`config.mk`:
```
export PLATFORM = sky130hd
export DESIGN_NAME = adc_acquire_convert_sequencer
export DESIGN_NICKNAME = d
export VERILOG_FILES = /design/src/design/tad_tick_gen.v /design/src/design/adc_acquire_convert_sequencer.v
export VERILOG_INCLUDE_DIRS = /design/src /design/src/design
export SDC_FILE = /design/constraint.sdc
export NUM_CORES = 1
export LEC_CHECK = 0
export BUFFER_PORTS_ARGS = -buffer_cell sky130_fd_sc_hd__buf_2
export CORE_ASPECT_RATIO = 0.8
export CORE_UTILIZATION = 60
export CTS_BUF_LIST = sky130_fd_sc_hd__clkbuf_2 sky130_fd_sc_hd__clkbuf_4 sky130_fd_sc_hd__clkbuf_8
export DETAILED_ROUTE_END_ITERATION = 10
export PLACE_DENSITY = 0.8
export RECOVER_POWER = 50
export SYNTH_ARGS = -nofsm -noshare
export SYNTH_HDL_FRONTEND = slang
export SYNTH_SLANG_ARGS = --single-unit
export TNS_END_PERCENT = 1
```
`constraint.sdc`:
```
create_clock -name sys_clk -period 4.3 [get_ports sys_clk]
set_clock_uncertainty 0.15 [all_clocks]
set_input_delay 0.86 -clock sys_clk [delete_from_list [all_inputs] [get_ports sys_clk]]
set_output_delay 0.86 -clock sys_clk [all_outputs]
set_load 0.005 [all_outputs]
```
`src/design/adc_seq_consts.vh`:
```
// Register map, field positions, reset values and timing counts of the converter sequencer
`ifndef ADC_SEQ_CONSTS_VH
`define ADC_SEQ_CONSTS_VH

// Register indices on the 3-bit register port
`define REG_CTRL_ZERO      3'h0
`define REG_CTRL_ONE       3'h1
`define REG_CTRL_TWO       3'h2
`define REG_RESULT_HIGH    3'h3
`define REG_RESULT_LOW     3'h4
`define REG_STATUS         3'h5
`define REG_PORT_LOW       3'h6
`define REG_PORT_HIGH      3'h7

// converter_control_zero fields
`define CTRL0_ON_BIT       0
`define CTRL0_GO_BIT       1
`define CTRL0_CHS_LSB      2
`define CTRL0_CHS_MSB      5

// converter_control_one field (pin_analog_cfg)
`define CTRL1_PCFG_LSB     0
`define CTRL1_PCFG_MSB     3

// converter_control_two fields
`define CTRL2_ADCS_LSB     0
`define CTRL2_ADCS_MSB     2
`define CTRL2_ACQT_LSB     3
`define CTRL2_ACQT_MSB     5

// Status register field
`define STATUS_DONE_BIT    0

// Reset values
`define CHS_RST            4'h0
`define ACQT_RST           3'h0
`define ADCS_RST           3'h0
`define PCFG_RST_ANALOG    4'h0
`define PCFG_RST_DIGITAL   4'h7
`define RESULT_RST         8'h00
`define RD_DATA_RST        8'h00

// Conversion clock select codes and the bit period in oscillator periods
`define ADCS_DIV2          3'h0
`define ADCS_DIV4          3'h4
`define ADCS_DIV8          3'h1
`define ADCS_DIV16         3'h5
`define ADCS_DIV32         3'h2
`define ADCS_DIV64         3'h6
`define ADCS_RC_LOW        2'h3
`define TAD_OSC_2          7'h02
`define TAD_OSC_4          7'h04
`define TAD_OSC_8          7'h08
`define TAD_OSC_16         7'h10
`define TAD_OSC_32         7'h20
`define TAD_OSC_64         7'h40

// Timing: instruction cycle is four oscillator periods
`define TCY_OSC            4
`define RC_START_DELAY_TCY 1
`define RESTART_WAIT_TCY   2
`define RC_DELAY_CYCLES    (`RC_START_DELAY_TCY * `TCY_OSC)
`define RESTART_WAIT_CYCLES (`RESTART_WAIT_TCY * `TCY_OSC)
`define CONV_TAD           13
`define RESULT_BITS        12
`define ANALOG_PINS        13

`endif

```
`src/design/tad_tick_gen.v`:
```
// Bit period tick generator: oscillator divider or internal RC clock tick
`timescale 1ns/1ps
`include "adc_seq_consts.vh"

module tad_tick_gen #(
	parameter CNT_W = 7
) (
	// Clock and reset
	input  wire             sys_clk,
	input  wire             sys_rst,
	// Control
	input  wire             run,
	input  wire [2:0]       clk_sel,
	input  wire             rc_tick,
	// One-cycle pulse at the end of each bit period
	output wire             tick
);

	reg  [CNT_W-1:0] cnt_q;
	reg  [CNT_W-1:0] period;
	wire             rc_sel;
	wire             div_end;

	assign rc_sel  = (clk_sel[1:0] == `ADCS_RC_LOW);

	always @* begin
		case (clk_sel)
			`ADCS_DIV2:  period = `TAD_OSC_2;
			`ADCS_DIV4:  period = `TAD_OSC_4;
			`ADCS_DIV8:  period = `TAD_OSC_8;
			`ADCS_DIV16: period = `TAD_OSC_16;
			`ADCS_DIV32: period = `TAD_OSC_32;
			`ADCS_DIV64: period = `TAD_OSC_64;
			default:     period = `TAD_OSC_2;
		endcase
	end

	assign div_end = (cnt_q == period - {{(CNT_W-1){1'b0}}, 1'b1});
	// Counter restarts whenever the sequencer is idle so the first period is whole
	assign tick    = run & (rc_sel ? rc_tick : div_end);

	always @(posedge sys_clk or posedge sys_rst) begin
		if (sys_rst) begin
			cnt_q <= {CNT_W{1'b0}};
		end else if (!run || rc_sel || div_end) begin
			cnt_q <= {CNT_W{1'b0}};
		end else begin
			cnt_q <= cnt_q + {{(CNT_W-1){1'b0}}, 1'b1};
		end
	end

endmodule // tad_tick_gen

```
`src/design/adc_acquire_convert_sequencer.v`:
```
// Acquisition and successive-approximation conversion sequencer with its register port
//
// The strobed register port and the address map are this design's own decisions.
`timescale 1ns/1ps
`include "adc_seq_consts.vh"

// Contract
// - Hold capacitor is disconnected from the pin when conversion begins.
// - Nonzero acquisition field: sample for the bit periods the code selects, then convert.
// - Acquisition codes map to 0,2,4,6,8,12,16,20 bit periods.
// - Acquisition field zero: start flag stops sampling and converts at once.
// - On completion clear start flag, set done flag, resume sampling.
// - No status separates acquisition from conversion; start flag stays set.
// - A conversion lasts exactly 13 bit periods.
// - Clock field picks 2,4,8,16,32,64 oscillator periods or internal RC.
// - RC clock with zero acquisition delays conversion start one instruction cycle.
// - Clearing start mid-conversion aborts; results keep their previous value.
// - After completion or abort wait 2 instruction cycles, then sample again.
// - Sequence runs whatever the channel select and pin directions.
// - Port reads give zero on analog pins; digital pins stay convertible.
// - Pin analog field resets to 0000 or 0111 from the strap.
// - Start flag is bit 1 of control zero, enable in same register.
// - Reset clears registers, turns converter off, aborts conversion.
module adc_acquire_convert_sequencer (
	// Clock and reset
	input  wire                     sys_clk,
	input  wire                     sys_rst,
	// Register port
	input  wire [2:0]               addr,
	input  wire [7:0]               wr_data,
	input  wire                     wr_stb,
	input  wire                     rd_stb,
	output wire [7:0]               rd_data,
	// Configuration strap and internal RC clock tick
	input  wire                     portb_analog_default,
	input  wire                     rc_tick,
	// Analog front end
	input  wire                     comp_in,
	input  wire [`ANALOG_PINS-1:0]  port_pins_in,
	output wire                     hold_capacitor_connect,
	output wire [`RESULT_BITS-1:0]  dac_code,
	output wire [3:0]               channel_sel,
	output wire                     converter_on,
	output wire                     conv_done_irq_flag
);

	localparam [2:0] ST_IDLE  = 3'h0;
	localparam [2:0] ST_ACQ   = 3'h1;
	localparam [2:0] ST_RCDLY = 3'h2;
	localparam [2:0] ST_CONV  = 3'h3;
	localparam [2:0] ST_WAIT  = 3'h4;

	localparam integer CONV_LAST_N  = `CONV_TAD - 1;
	localparam integer RCDLY_LAST_N = `RC_DELAY_CYCLES - 1;
	localparam integer WAIT_LAST_N  = `RESTART_WAIT_CYCLES - 1;
	// All phase counts stay below 32, so five bits carry them whole
	localparam [4:0] CONV_LAST   = CONV_LAST_N[4:0];
	localparam [4:0] RCDLY_LAST  = RCDLY_LAST_N[4:0];
	localparam [4:0] WAIT_LAST   = WAIT_LAST_N[4:0];
	localparam [11:0] TRIAL_MSB  = 12'h800;

	reg  [2:0]               state_q;
	reg  [4:0]               cnt_q;
	reg                      on_q;
	reg                      go_q;
	reg  [3:0]               chs_q;
	reg  [3:0]               pcfg_q;
	reg                      cfg_loaded_q;
	reg  [2:0]               acqt_q;
	reg  [2:0]               adcs_q;
	reg  [7:0]               res_high_q;
	reg  [7:0]               res_low_q;
	reg                      done_q;
	reg  [`RESULT_BITS-1:0]  sar_q;
	reg  [`RESULT_BITS-1:0]  trial_q;
	reg  [7:0]               rd_data_q;

	reg  [4:0]               acq_len;
	reg  [`ANALOG_PINS-1:0]  analog_mask;
	reg  [4:0]               analog_count;
	reg  [7:0]               rd_d;
	integer                  i;

	wire ctrl0_wr;
	wire ctrl1_wr;
	wire ctrl2_wr;
	wire busy;
	wire abort;
	wire tad_run;
	wire tick;
	wire rc_sel;
	wire conv_end;
	wire [`ANALOG_PINS-1:0] port_read;

	assign ctrl0_wr = wr_stb & (addr == `REG_CTRL_ZERO);
	assign ctrl1_wr = wr_stb & (addr == `REG_CTRL_ONE);
	assign ctrl2_wr = wr_stb & (addr == `REG_CTRL_TWO);
	assign rc_sel   = (adcs_q[1:0] == `ADCS_RC_LOW);
	assign busy     = (state_q == ST_ACQ) | (state_q == ST_RCDLY) | (state_q == ST_CONV);
	// Clearing start or turning the converter off mid-sequence aborts it
	assign abort    = busy & ctrl0_wr & (~wr_data[`CTRL0_GO_BIT] | ~wr_data[`CTRL0_ON_BIT]);
	assign tad_run  = (state_q == ST_ACQ) | (state_q == ST_CONV);
	assign conv_end = (state_q == ST_CONV) & tick & (cnt_q == CONV_LAST) & ~abort;

	// Acquisition length in bit periods
	always @* begin
		case (acqt_q)
			3'h0:    acq_len = 5'd0;
			3'h1:    acq_len = 5'd2;
			3'h2:    acq_len = 5'd4;
			3'h3:    acq_len = 5'd6;
			3'h4:    acq_len = 5'd8;
			3'h5:    acq_len = 5'd12;
			3'h6:    acq_len = 5'd16;
			3'h7:    acq_len = 5'd20;
			default: acq_len = 5'd0;
		endcase
	end

	// Analog pin count: codes up to 0010 make every pin analog
	always @* begin
		if (pcfg_q <= 4'h2) begin
			analog_count = 5'd13;
		end else begin
			analog_count = 5'd15 - {1'b0, pcfg_q};
		end
		for (i = 0; i < `ANALOG_PINS; i = i + 1) begin
			analog_mask[i] = (i < analog_count);
		end
	end

	assign port_read = port_pins_in & ~analog_mask;

	tad_tick_gen #(
		.CNT_W (7)
	) u_tad_tick_gen (
		.sys_clk (sys_clk),
		.sys_rst (sys_rst),
		.run     (tad_run),
		.clk_sel (adcs_q),
		.rc_tick (rc_tick),
		.tick    (tick)
	);

	// Control registers
	always @(posedge sys_clk or posedge sys_rst) begin
		if (sys_rst) begin
			on_q   <= 1'b0;
			go_q   <= 1'b0;
			chs_q  <= `CHS_RST;
			acqt_q <= `ACQT_RST;
			adcs_q <= `ADCS_RST;
		end else begin
			if (ctrl0_wr) begin
				on_q  <= wr_data[`CTRL0_ON_BIT];
				chs_q <= wr_data[`CTRL0_CHS_MSB:`CTRL0_CHS_LSB];
				// Start only counts once the converter was already on
				go_q  <= wr_data[`CTRL0_GO_BIT] & wr_data[`CTRL0_ON_BIT] & on_q;
			end else if (conv_end) begin
				go_q <= 1'b0;
			end
			if (ctrl2_wr) begin
				acqt_q <= wr_data[`CTRL2_ACQT_MSB:`CTRL2_ACQT_LSB];
				adcs_q <= wr_data[`CTRL2_ADCS_MSB:`CTRL2_ADCS_LSB];
			end
		end
	end

	// Pin configuration: the strap is caught on the first edge after reset release
	always @(posedge sys_clk or posedge sys_rst) begin
		if (sys_rst) begin
			pcfg_q       <= `PCFG_RST_ANALOG;
			cfg_loaded_q <= 1'b0;
		end else if (!cfg_loaded_q) begin
			pcfg_q       <= portb_analog_default ? `PCFG_RST_ANALOG : `PCFG_RST_DIGITAL;
			cfg_loaded_q <= 1'b1;
		end else if (ctrl1_wr) begin
			pcfg_q <= wr_data[`CTRL1_PCFG_MSB:`CTRL1_PCFG_LSB];
		end
	end

	// Result registers and done flag; hardware set wins over a software clear
	always @(posedge sys_clk or posedge sys_rst) begin
		if (sys_rst) begin
			res_high_q <= `RESULT_RST;
			res_low_q  <= `RESULT_RST;
			done_q     <= 1'b0;
		end else begin
			if (conv_end) begin
				res_high_q <= {4'h0, sar_q[11:8]};
				res_low_q  <= sar_q[7:0];
			end else begin
				if (wr_stb && addr == `REG_RESULT_HIGH) begin
					res_high_q <= wr_data;
				end
				if (wr_stb && addr == `REG_RESULT_LOW) begin
					res_low_q <= wr_data;
				end
			end
			if (conv_end) begin
				done_q <= 1'b1;
			end else if (wr_stb && addr == `REG_STATUS) begin
				done_q <= wr_data[`STATUS_DONE_BIT];
			end
		end
	end

	// Sequencer: channel select and pin direction play no part here
	always @(posedge sys_clk or posedge sys_rst) begin
		if (sys_rst) begin
			state_q <= ST_IDLE;
			cnt_q   <= 5'd0;
			sar_q   <= {`RESULT_BITS{1'b0}};
			trial_q <= {`RESULT_BITS{1'b0}};
		end else begin
			case (state_q)
				ST_IDLE: begin
					cnt_q <= 5'd0;
					if (go_q && on_q && !ctrl0_wr) begin
						if (acqt_q != `ACQT_RST) begin
							state_q <= ST_ACQ;
						end else if (rc_sel) begin
							state_q <= ST_RCDLY;
						end else begin
							state_q <= ST_CONV;
							sar_q   <= {`RESULT_BITS{1'b0}};
							trial_q <= TRIAL_MSB;
						end
					end
				end
				ST_ACQ: begin
					// Start flag stays set across this phase and the conversion
					if (abort) begin
						state_q <= ST_WAIT;
						cnt_q   <= 5'd0;
					end else if (tick) begin
						if (cnt_q == acq_len - 5'd1) begin
							state_q <= ST_CONV;
							cnt_q   <= 5'd0;
							sar_q   <= {`RESULT_BITS{1'b0}};
							trial_q <= TRIAL_MSB;
						end else begin
							cnt_q <= cnt_q + 5'd1;
						end
					end
				end
				ST_RCDLY: begin
					if (abort) begin
						state_q <= ST_WAIT;
						cnt_q   <= 5'd0;
					end else if (cnt_q == RCDLY_LAST) begin
						state_q <= ST_CONV;
						cnt_q   <= 5'd0;
						sar_q   <= {`RESULT_BITS{1'b0}};
						trial_q <= TRIAL_MSB;
					end else begin
						cnt_q <= cnt_q + 5'd1;
					end
				end
				ST_CONV: begin
					if (abort) begin
						// Partial code is dropped; result registers are untouched
						state_q <= ST_WAIT;
						cnt_q   <= 5'd0;
					end else if (tick) begin
						if (cnt_q == CONV_LAST) begin
							state_q <= ST_WAIT;
							cnt_q   <= 5'd0;
						end else begin
							if (comp_in) begin
								sar_q <= sar_q | trial_q;
							end
							trial_q <= trial_q >> 1;
							cnt_q   <= cnt_q + 5'd1;
						end
					end
				end
				ST_WAIT: begin
					if (cnt_q == WAIT_LAST) begin
						state_q <= ST_IDLE;
						cnt_q   <= 5'd0;
					end else begin
						cnt_q <= cnt_q + 5'd1;
					end
				end
				default: begin
					state_q <= ST_IDLE;
					cnt_q   <= 5'd0;
				end
			endcase
		end
	end

	// Read data appear in the cycle after the strobe; unmapped bits read zero
	always @* begin
		case (addr)
			`REG_CTRL_ZERO:   rd_d = {2'b00, chs_q, go_q, on_q};
			`REG_CTRL_ONE:    rd_d = {4'h0, pcfg_q};
			`REG_CTRL_TWO:    rd_d = {2'b00, acqt_q, adcs_q};
			`REG_RESULT_HIGH: rd_d = res_high_q;
			`REG_RESULT_LOW:  rd_d = res_low_q;
			`REG_STATUS:      rd_d = {7'h00, done_q};
			`REG_PORT_LOW:    rd_d = port_read[7:0];
			`REG_PORT_HIGH:   rd_d = {3'b000, port_read[12:8]};
			default:          rd_d = `RD_DATA_RST;
		endcase
	end

	always @(posedge sys_clk or posedge sys_rst) begin
		if (sys_rst) begin
			rd_data_q <= `RD_DATA_RST;
		end else if (rd_stb) begin
			rd_data_q <= rd_d;
		end else begin
			rd_data_q <= `RD_DATA_RST;
		end
	end

	// Sampling only while idle or acquiring; opens as soon as conversion is due
	assign hold_capacitor_connect = on_q & ((state_q == ST_IDLE) | (state_q == ST_ACQ));
	assign dac_code               = sar_q | trial_q;
	assign channel_sel            = chs_q;
	assign converter_on           = on_q;
	assign conv_done_irq_flag     = done_q;
	assign rd_data                = rd_data_q;

endmodule // adc_acquire_convert_sequencer

```
== Word level (Yosys, flattened, before mapping) ==
Memory sizes are Yosys's and may differ from the RTL's.
Cells that the tools add are included.

* $lt $le $gt $ge: 14
* Bitwise logic cells: 23
* Add/subtract/negate cells: 5
* Equal/unequal tests: 41
* Multiplexer cells: 65
* Reductions and logical operators: 21

{| class="wikitable"
|+ Operator list
! operator !! count
|-
| $mux 12 || 23
|-
| $pmux 12 s4 || 2
|-
| $pmux 8 s8 || 1
|-
| $mux 5 || 10
|-
| $mux 8 || 5
|-
| $pmux 7 s5 || 1
|-
| $mux 3 || 11
|-
| $lt 4x5->1 const A || 5
|-
| $eq 3x3->1 const B || 8
|-
| $ne 2x2->1 const B || 12
|-
| $lt 3x5->1 const A || 4
|-
| $pmux 5 s4 || 1
|-
| $eq 3x2->1 const B || 5
|-
| $pmux 3 s5 || 1
|-
| $and 13x13->13 || 1
|-
| $not 13->13 || 1
|-
| $reduce_and 13->1 || 1
|-
| $and 1x1->1 || 12
|-
| $or 12x12->12 || 1
|-
| $reduce_and 12->1 || 1
|-
| $lt 1x5->1 const A || 2
|-
| $lt 2x5->1 const A || 2
|-
| $eq 3x1->1 const B || 3
|-
| $ne 3x3->1 const B || 3
|-
| 29 further kinds || 53
|}

* Flip-flop bits (word level): 81
* Memories: 1
* Bits in read-only memories: 32
* Logic and storage cells: 186
* Output and inout port bits: 27

{| class="wikitable"
|+ Memory list
! memory !! words !! width !! read ports !! clocked after memory_dff !! write ports !! RTL line !! RTL
|-
| (name not given) || 8 || 4 || 1 || 0 || 0 || adc_acquire_convert_sequencer.v:107 || <nowiki>case (acqt_q)</nowiki>
|}

== Depth between registers and ports, before layout ==
Gate-level depths: netlist of run 1.

* Word-level depth: 11
* Mapped depth: 11
* Mapped depth without buffers: 9

== Hierarchy ==
From an unflattened synthesis of run 1, not the netlist that was laid out.

* Cell total of the unflattened synthesis: 519
* Area, all modules: 4,625.7 um2

{| class="wikitable"
|+ By module, submodules not included
! module !! cells each !! area each (um2) !! instances !! seq. area each (um2)
|-
| adc_acquire_convert_sequencer || 466 || 4,141.5 || 1 || 1,851.8
|-
| tad_tick_gen || 53 || 484.2 || 1 || 175.2
|}

== Least setup slack after synthesis of run 1 ==
OpenSTA, ideal clock, no wires.

* Path type: in2reg
* Start point: input addr[1]
* End point: register state_q[0]
* Data required time: 4,025 ps
* Stages on the path: 7
* Path buffers: 1
* Setup slack: 1,102 ps
* Data arrival time: 2,924 ps
* Setup time: 125 ps
* Cells stage by stage: or4b_1 -> buf_2 -> a21oi_1 -> o21ai_0 -> a21oi_2 -> nor3b_2 -> mux2_2

* Word-level cells in the longest chain between the ends: 6
* Elaborated cells between the ends (all ways): 17
* Those cells by class: eq/ne: 6; mux: 4; bitwise: 3; reduce/logical: 4

{| class="wikitable"
|+ Ends and longest elaborated chain
! what !! RTL line !! RTL
|-
| start, declared || adc_acquire_convert_sequencer.v:29 || <nowiki>input wire [2:0] addr,</nowiki>
|-
| $logic_not 3->1 * || -- ||
|-
| $and 1x1->1 * || adc_acquire_convert_sequencer.v:95 || <nowiki>assign ctrl0_wr = wr_stb & (addr == `REG_CTRL_ZERO);</nowiki>
|-
| $and 1x1->1 / $logic_not 1->1 (equally long branches) || adc_acquire_convert_sequencer.v:101, adc_acquire_convert_sequencer.v:219 ||
|-
| $and 1x1->1 / $logic_and 1x1->1 (equally long branches) || adc_acquire_convert_sequencer.v:101, adc_acquire_convert_sequencer.v:219 ||
|-
| $ne 3x3->1 (no source line) (tied with other cells) || -- ||
|-
| $reduce_and 7->1 (no source line) / $pmux 3 s5 (equally long branches) || -- ||
|-
| end signal, assigned || adc_acquire_convert_sequencer.v:211 || <nowiki>state_q <= ST_IDLE;</nowiki>
|-
| end signal, assigned || adc_acquire_convert_sequencer.v:221 || <nowiki>state_q <= ST_ACQ;</nowiki>
|-
| end signal, assigned || adc_acquire_convert_sequencer.v:223 || <nowiki>state_q <= ST_RCDLY;</nowiki>
|-
| end, declared || adc_acquire_convert_sequencer.v:62 || <nowiki>reg [2:0] state_q;</nowiki>
|}

Every way passes the cells marked *; elsewhere a longest branch is shown, timed or not.
A chain may end at the register's enable or synchronous reset.

== Final worst setup path of run 1 ==
* Start point: input addr[0]
* End point: register state_q[0]

Same word-level chain as after synthesis.

==> flow_summary.json, run 1 <==
{
  "status": "complete, but fails checks",
  "violations": "DRC, capacitance limit, slew limit",
  "die_x_um": 98.4,
  "final_nets": 591,
  "pre_cts_ws_ns": 0.378,
  "min_delay_worst_endpoint": "u_tad_tick_gen.cnt_q[0]",
  "yosysUniqueCellTypes": 60,
  "route.met3.wl_um": 796,
  "dr.max_layer_used": "met4",
  "synthCells": 503,
  "ctsHoldBuffers": 0,
  "synth-seq-area-share_pct": 45.4,
  "syn-cell-area_um2": 4460,
  "overflow": 0,
  "drv_cap": 1,
  "hold_viol": 0,
  "hold_start": "u_tad_tick_gen.cnt_q[0]",
  "switching_share_pct": 40.2,
  "critPathRequiredTime_ns": 4.40,
  "synth_area_per_cell_um2": 8.87,
  "cpPeakStageDelay_ns": 0.79,
  "synth_warnings": 0,
  "intPower_mw": 1.51,
  "slew_headroom_pct": -61.7,
  "leakage_nw": 2.39,
  "final_cells": 643,
  "period_needed_ns": 3.81,
  "seq_power_share_pct": 41.5,
  "first_pass_iters": 10,
  "clock.fmax_mhz": 263,
  "fillCellCount": 571,
  "ioPinCount": 58,
  "io_buffers": 57,
  "drc": 6,
  "ys_ff_latch": 81,
  "hold_class": "reg -> reg",
  "synth_top_area_share_pct": 45.4,
  "r2r_slack_ns": 0.75,
  "cp-end-kind": "flop",
  "synthTopCellsByArea": "dfrtp_1 45%, nand2_1 7.0%, mux2i_1 5.2%",
  "timing.final.max_slew_violations": 58,
  "syn_nets": 543,
  "grt_pass1_vias": 3579,
  "std_cell_rows": 27,
  "wire_per_inst_um": 16.6,
  "p_comb_share_pct": 35.2,
  "core_area_um2": 7030,
  "reg2reg_to": "sar_q[6]",
  "crit_fanout": 24,
  "grt_max_degree": 58,
  "clock_path_buffers": 2,
  "worstPathCellList": "clkbuf_1 -> or4b_1 -> a21oi_1 -> o21ai_0 -> a21oi_2 -> nor3b_2 -> mux2_2",
  "drt_iter0_markers": 270,
  "viasPerCell": 6.05,
  "grt_antenna_before_repair": 0,
  "met2_length_mm": 4.68,
  "crit_slowest_cell": "or4b_1",
  "clkPwrFrac_pct": 23.3,
  "power.total_mw": 2.52,
  "place.gp.congestion": 0.924,
  "vias": 3887,
  "synthArstFlopShare_pct": 100,
  "die_h_um": 79.1,
  "cts_setup_buffers": 0,
  "clk_latency_ns": 0.36,
  "worstPathArrival_ns": 3.90,
  "grt_util_all_layers_pct": 29.4,
  "pwr_density_cell_nw_per_um2": 504,
  "layout-drive-gt1-share_pct": 18.3,
  "clk_pin_slew_ns": 0.09,
  "drt_wl_total_mm": 10.7,
  "antenna_left": 0,
  "wl_met1_mm": 5.04,
  "switchingPower_mw": 1.01,
  "synth_edf_count": 0,
  "synth_top_cell_by_area": "dfrtp_1",
  "cp-start-kind": "input pin",
  "start_util_pct": 63.5,
  "die_area_um2": 7790,
  "reg2regPathDepth": 10,
  "rsz0062_at_grt": "false",
  "irDropWorstVdd_mv": 0.374,
  "cts_sinks": 81,
  "clock-root-buffer": "clkbuf_8",
  "setup_tns_ns": 0,
  "numCtsBuffers": 9,
  "cts_tree": "built",
  "hold_ws_ns": 0.351,
  "dp_cells": 627,
  "cts_max_level": 3,
  "post_cts_resized": 0,
  "dp_hpwl_mm": 7.58,
  "period_share_pct": 88.5,
  "insertedDiodeCount": 0,
  "synth_ff_type": "dfrtp_1",
  "grt_pass1_wl_mm": 18.0,
  "worst_slack_ns": 0.495,
  "setup_viol": 0,
  "crit_type": "in -> reg",
  "area_growth_pct": 12.0,
  "hold_path_depth": 1,
  "tightest_slew_ns": 2.41,
  "rr_startpoint": "adcs_q[1]"
}
==> worst max-delay path, delay by kind of cell <==
family                 cells  cell delay (ns)
AOI/OAI and AO/OA          3             1.21
buffers and inverters      1             0.38
and+or+nand+nor            2             1.08
muxes                      1             0.36
==> cell families (layout without fill, tap and decap cells) <==
family          after synthesis  after routing  synth area share (%)
flops                        81             81                  45.4
fa+ha+maj                     9              9                  2.52
compound gates              119            119                  16.6
mux                          27             27                  6.42
buf+inv                      45             98                  4.15
simple gates                208            208                  22.2
other cells                   1              1                0.0840
xor+xnor                     13             13                  2.55
==> how the worst max path moves through the flow <==
stage                    from    endpoint  slack [ns]
global route          addr[0]  state_q[0]        0.31
finish                addr[0]  state_q[0]        0.49
detailed placement    addr[1]  state_q[0]        0.38
CTS                 adcs_q[1]    sar_q[6]        0.74
global placement      addr[1]  state_q[0]        0.52
floorplan             addr[1]  state_q[0]        1.10
==> layer usage <==
metal | global-route usage (%) | vias up
met4 | 7.46 | 0
met2 | 44.6 | 168
met3 | 6.43 | 19
li1 | - | 1856
met5 | 0 | -
met1 | 42.9 | 1844
==> per-stage QoR <==
step                utilization, %  area (um2)
detailed placement            68.3        4800
finish                        71.1        5000
global placement              68.3        4800
floorplan                        -        4460
global route                  71.1        5000
CTS                           71.3        5010
==> layout by cell type (no fill, tap or decap), types with 3 or more instances in the layout <==
cell / netlist / layout
inv_1: 18 / 17
nand2_1: 83 / 83
mux2_2: 3 / 3
and3_1: 3 / 3
nor3b_1: 7 / 7
o21ai_0: 40 / 40
nor3_1: 8 / 8
ha_1: 9 / 9
buf_2: 4 / 56
nand2b_1: 7 / 7
o211ai_1: 3 / 3
xnor2_1: 9 / 9
nor2_1: 43 / 43
a21oi_1: 26 / 26
clkbuf_8: 0 / 9
or4_1: 3 / 3
mux2i_1: 23 / 23
a21o_1: 4 / 4
or2_2: 13 / 13
a31oi_1: 17 / 17
buf_4: 3 / 5
nand3_1: 20 / 20
inv_6: 0 / 3
nor2b_1: 7 / 7
clkbuf_1: 19 / 3
xor2_1: 4 / 4
a32oi_1: 3 / 3
dfrtp_1: 81 / 81
==> synth_stat cells, drive strengths merged, types with 4 or more instances <==
cell type and instances:
nand2b 7, nor2 44, nor3b 8, xor2 4, o21ai 40, a21oi 28
ha 9, xnor2 9, o311ai 4, clkbuf 19, buf 8, nor3 8
inv 18, a31oi 17, mux2i 23, a21o 4, nor2b 7, dfrtp 81
or2 13, nand2 83, nand3 20
==> layout make-up <==
cell class                 count  area [um2]  area share [%]
clock buffer                   9         124            2.48
sequential                    81        2030            40.6
inverter                      18        68.8            1.38
tap                           87         109            2.18
clock inverter                 7        82.6            1.65
multi-input combinational    377        2260            45.2
timing repair buffer          64         329            6.58
==> power by group through the flow <==
| stage | Sequential, mW | Combinational, mW | Clock [mW] |
|---|---|---|---|
| final | 1.04 | 0.885 | 0.587 |
| after global placement | 1.04 | 0.849 | 0 |
| after detailed placement | 1.05 | 0.872 | 0 |
| after CTS | 1.04 | 0.880 | 0.597 |
| after floorplan | 0.966 | 0.724 | 0 |
| after global routing | 1.07 | 0.988 | 0.626 |
==> sequential cells by signal, summed over array words and instances, names as in the netlist <==
signal,cells
conv_done_irq_flag,1
trial_q,12
state_q,3
converter_on,1
cfg_loaded_q,1
go_q,1
rd_data,8
res_high_q,8
pcfg_q,4
adcs_q,3
acqt_q,3
u_tad_tick_gen.cnt_q,7
res_low_q,8
sar_q,12
cnt_q,5
channel_sel,4
No activity file was read; power rests on OpenSTA's default activity.
==> run 2, diff against run 1 <==
Settings changed: BUFFER_PORTS_ARGS -buffer_cell sky130_fd_sc_hd__buf_2 to not set, CORE_UTILIZATION 60 to 66, DONT_BUFFER_PORTS set to 1.
==> flow_summary.json, run 2 (synthesis gave the netlist of run 1 again) <==
{
  "place.gp.congestion": 0.919,
  "layout-drive-gt1-share_pct": 9.44,
  "dp_hpwl_mm": 7.54,
  "period_needed_ns": 3.44,
  "period_share_pct": 80.0,
  "tightest_slew_ns": 2.36,
  "area_growth_pct": 5.41,
  "crit_type": "reg -> reg",
  "clock-root-buffer": "clkbuf_8",
  "drt_iter0_markers": 335,
  "core_area_um2": 6470,
  "post_cts_resized": 0,
  "leakage_nw": 2.14,
  "io_buffers": 0,
  "cts_setup_buffers": 0,
  "status": "complete, but fails checks",
  "fillCellCount": 478,
  "clk_pin_slew_ns": 0.09,
  "cp-end-kind": "flop",
  "drv_cap": 1,
  "die_h_um": 75.5,
  "insertedDiodeCount": 0,
  "std_cell_rows": 26,
  "cts_tree": "built",
  "ioPinCount": 58,
  "hold_ws_ns": 0.341,
  "slew_headroom_pct": -58.2,
  "setup_viol": 0,
  "die_x_um": 93.9,
  "grt_util_all_layers_pct": 31.1,
  "ctsHoldBuffers": 0,
  "final_nets": 533,
  "timing.final.max_slew_violations": 56,
  "multiInputGateArea_um2": 2260,
  "start_util_pct": 68.9,
  "cp-start-kind": "flop",
  "overflow": 0,
  "seq_area_um2": 2030,
  "hold_class": "reg -> reg",
  "first_pass_iters": 5,
  "drc": 0,
  "irDropWorstVdd_mv": 0.314,
  "layout_common_cells": "83 x nand2_1, 81 x dfrtp_1, 43 x nor2_1",
  "top_regs": "sar_q: 12 flops, trial_q: 12 flops",
  "cpPeakStageDelay_ns": 0.51,
  "clk_latency_ns": 0.35,
  "pwr_density_cell_nw_per_um2": 520,
  "setup_tns_ns": 0,
  "rsz0062_at_grt": "false",
  "numCtsBuffers": 9,
  "critPathRequiredTime_ns": 4.37,
  "die_area_um2": 7100,
  "antenna_left": 0,
  "vias": 3690,
  "clock_path_buffers": 2,
  "viasPerCell": 6.34,
  "cts_sinks": 81,
  "grt_pass1_wl_mm": 16.7,
  "grt_antenna_before_repair": 0,
  "grt_max_degree": 56,
  "clock.fmax_mhz": 291,
  "wire_per_inst_um": 18.2,
  "layout_commonest_cell": "nand2_1",
  "hold_viol": 0,
  "grt_pass1_vias": 3310,
  "violations": "capacitance limit, slew limit",
  "drt_wl_total_mm": 10.6,
  "crit_slowest_cell": "o41a_1",
  "cts_max_level": 3,
  "worstPathCellList": "inv_1 -> ha_1 -> a21boi_1 -> xor2_1 -> or4_1 -> o41a_1 -> a221o_1 -> nor2_2 -> nor2_1",
  "worstPathArrival_ns": 3.51,
  "crit_fanout": 13
}
[run 2: changes by cell type in the layout (fill, tap and decap cells not counted)]
cell / delta
clkinv_4: +1
buf_4: +1
clkinv_2: +2
buf_2: -56
inv_8: -1
clkbuf_1: -3
clkinvlp_4: -2
[run 2: per-stage QoR]
step / instances / utilization, % / power, mW / area (um2) / worst slack (ns)
floorplan: 503 / - / 1.69 / 4460 / 1.10
global route: 582 / 72.7 / 2.59 / 4700 / 0.704
global placement: 566 / 69.6 / 1.84 / 4500 / 1.05
finish: 582 / 72.7 / 2.45 / 4700 / 0.860
detailed placement: 566 / 69.6 / 1.87 / 4500 / 0.934
CTS: 582 / 72.7 / 2.44 / 4700 / 0.900
[run 2: final timing paths]
check	startpoint	end	slack, ns	cells past startpoint
setup / recovery	adcs_q[1]	sar_q[10]	0.86	9
hold / removal	trial_q[0]	trial_q[0]	0.34	2
setup reg to reg	adcs_q[1]	sar_q[10]	0.86	9
hold reg to reg	trial_q[0]	trial_q[0]	0.34	2
max in group asynchronous	sys_rst	cnt_q[3]	1.93	2
min in group asynchronous	sys_rst	rd_data[6]	0.86	1
[run 2: layout make-up]
type	count	share of cell area, %
repair buffers	6	0.958
clock inverters	7	1.60
multi-input cells	377	48.0
well taps	84	2.23
flip-flops and latches	81	43.1
clock buffers	9	2.63
inverters	18	1.46
[run 2: per-layer routing]
| metal | routed length, um | part of all wire, % | global-route usage, % | up-vias |
|---|---|---|---|---|
| li1 | - | - | - | 1739 |
| met1 | 4670 | 44 | 44.6 | 1749 |
| met2 | 4760 | 45 | 47.6 | 182 |
| met3 | 1000 | 9.4 | 6.79 | 20 |
| met4 | 187 | 1.8 | 10.6 | 0 |
| met5 | 0 | 0 | 0 | - |
[run 2: report_power, final]
| group | internal, mW | switching (mW) |
|---|---|---|
| logic | 0.317 | 0.517 |
| registers | 0.881 | 0.161 |
| clock network | 0.274 | 0.296 |
| total | 1.47 | 0.974 |
[run 2: critical path, delay by kind of cell, from the launching register on]
family	cells	cell delay, ns
AOI/OAI and AO/OA	3	1.19
and+or+nand+nor	3	1.01
DFF	1	0.43
adders and majority gates	1	0.33
buffers and inverters	1	0.11
xor gates and xnor gates	1	0.09
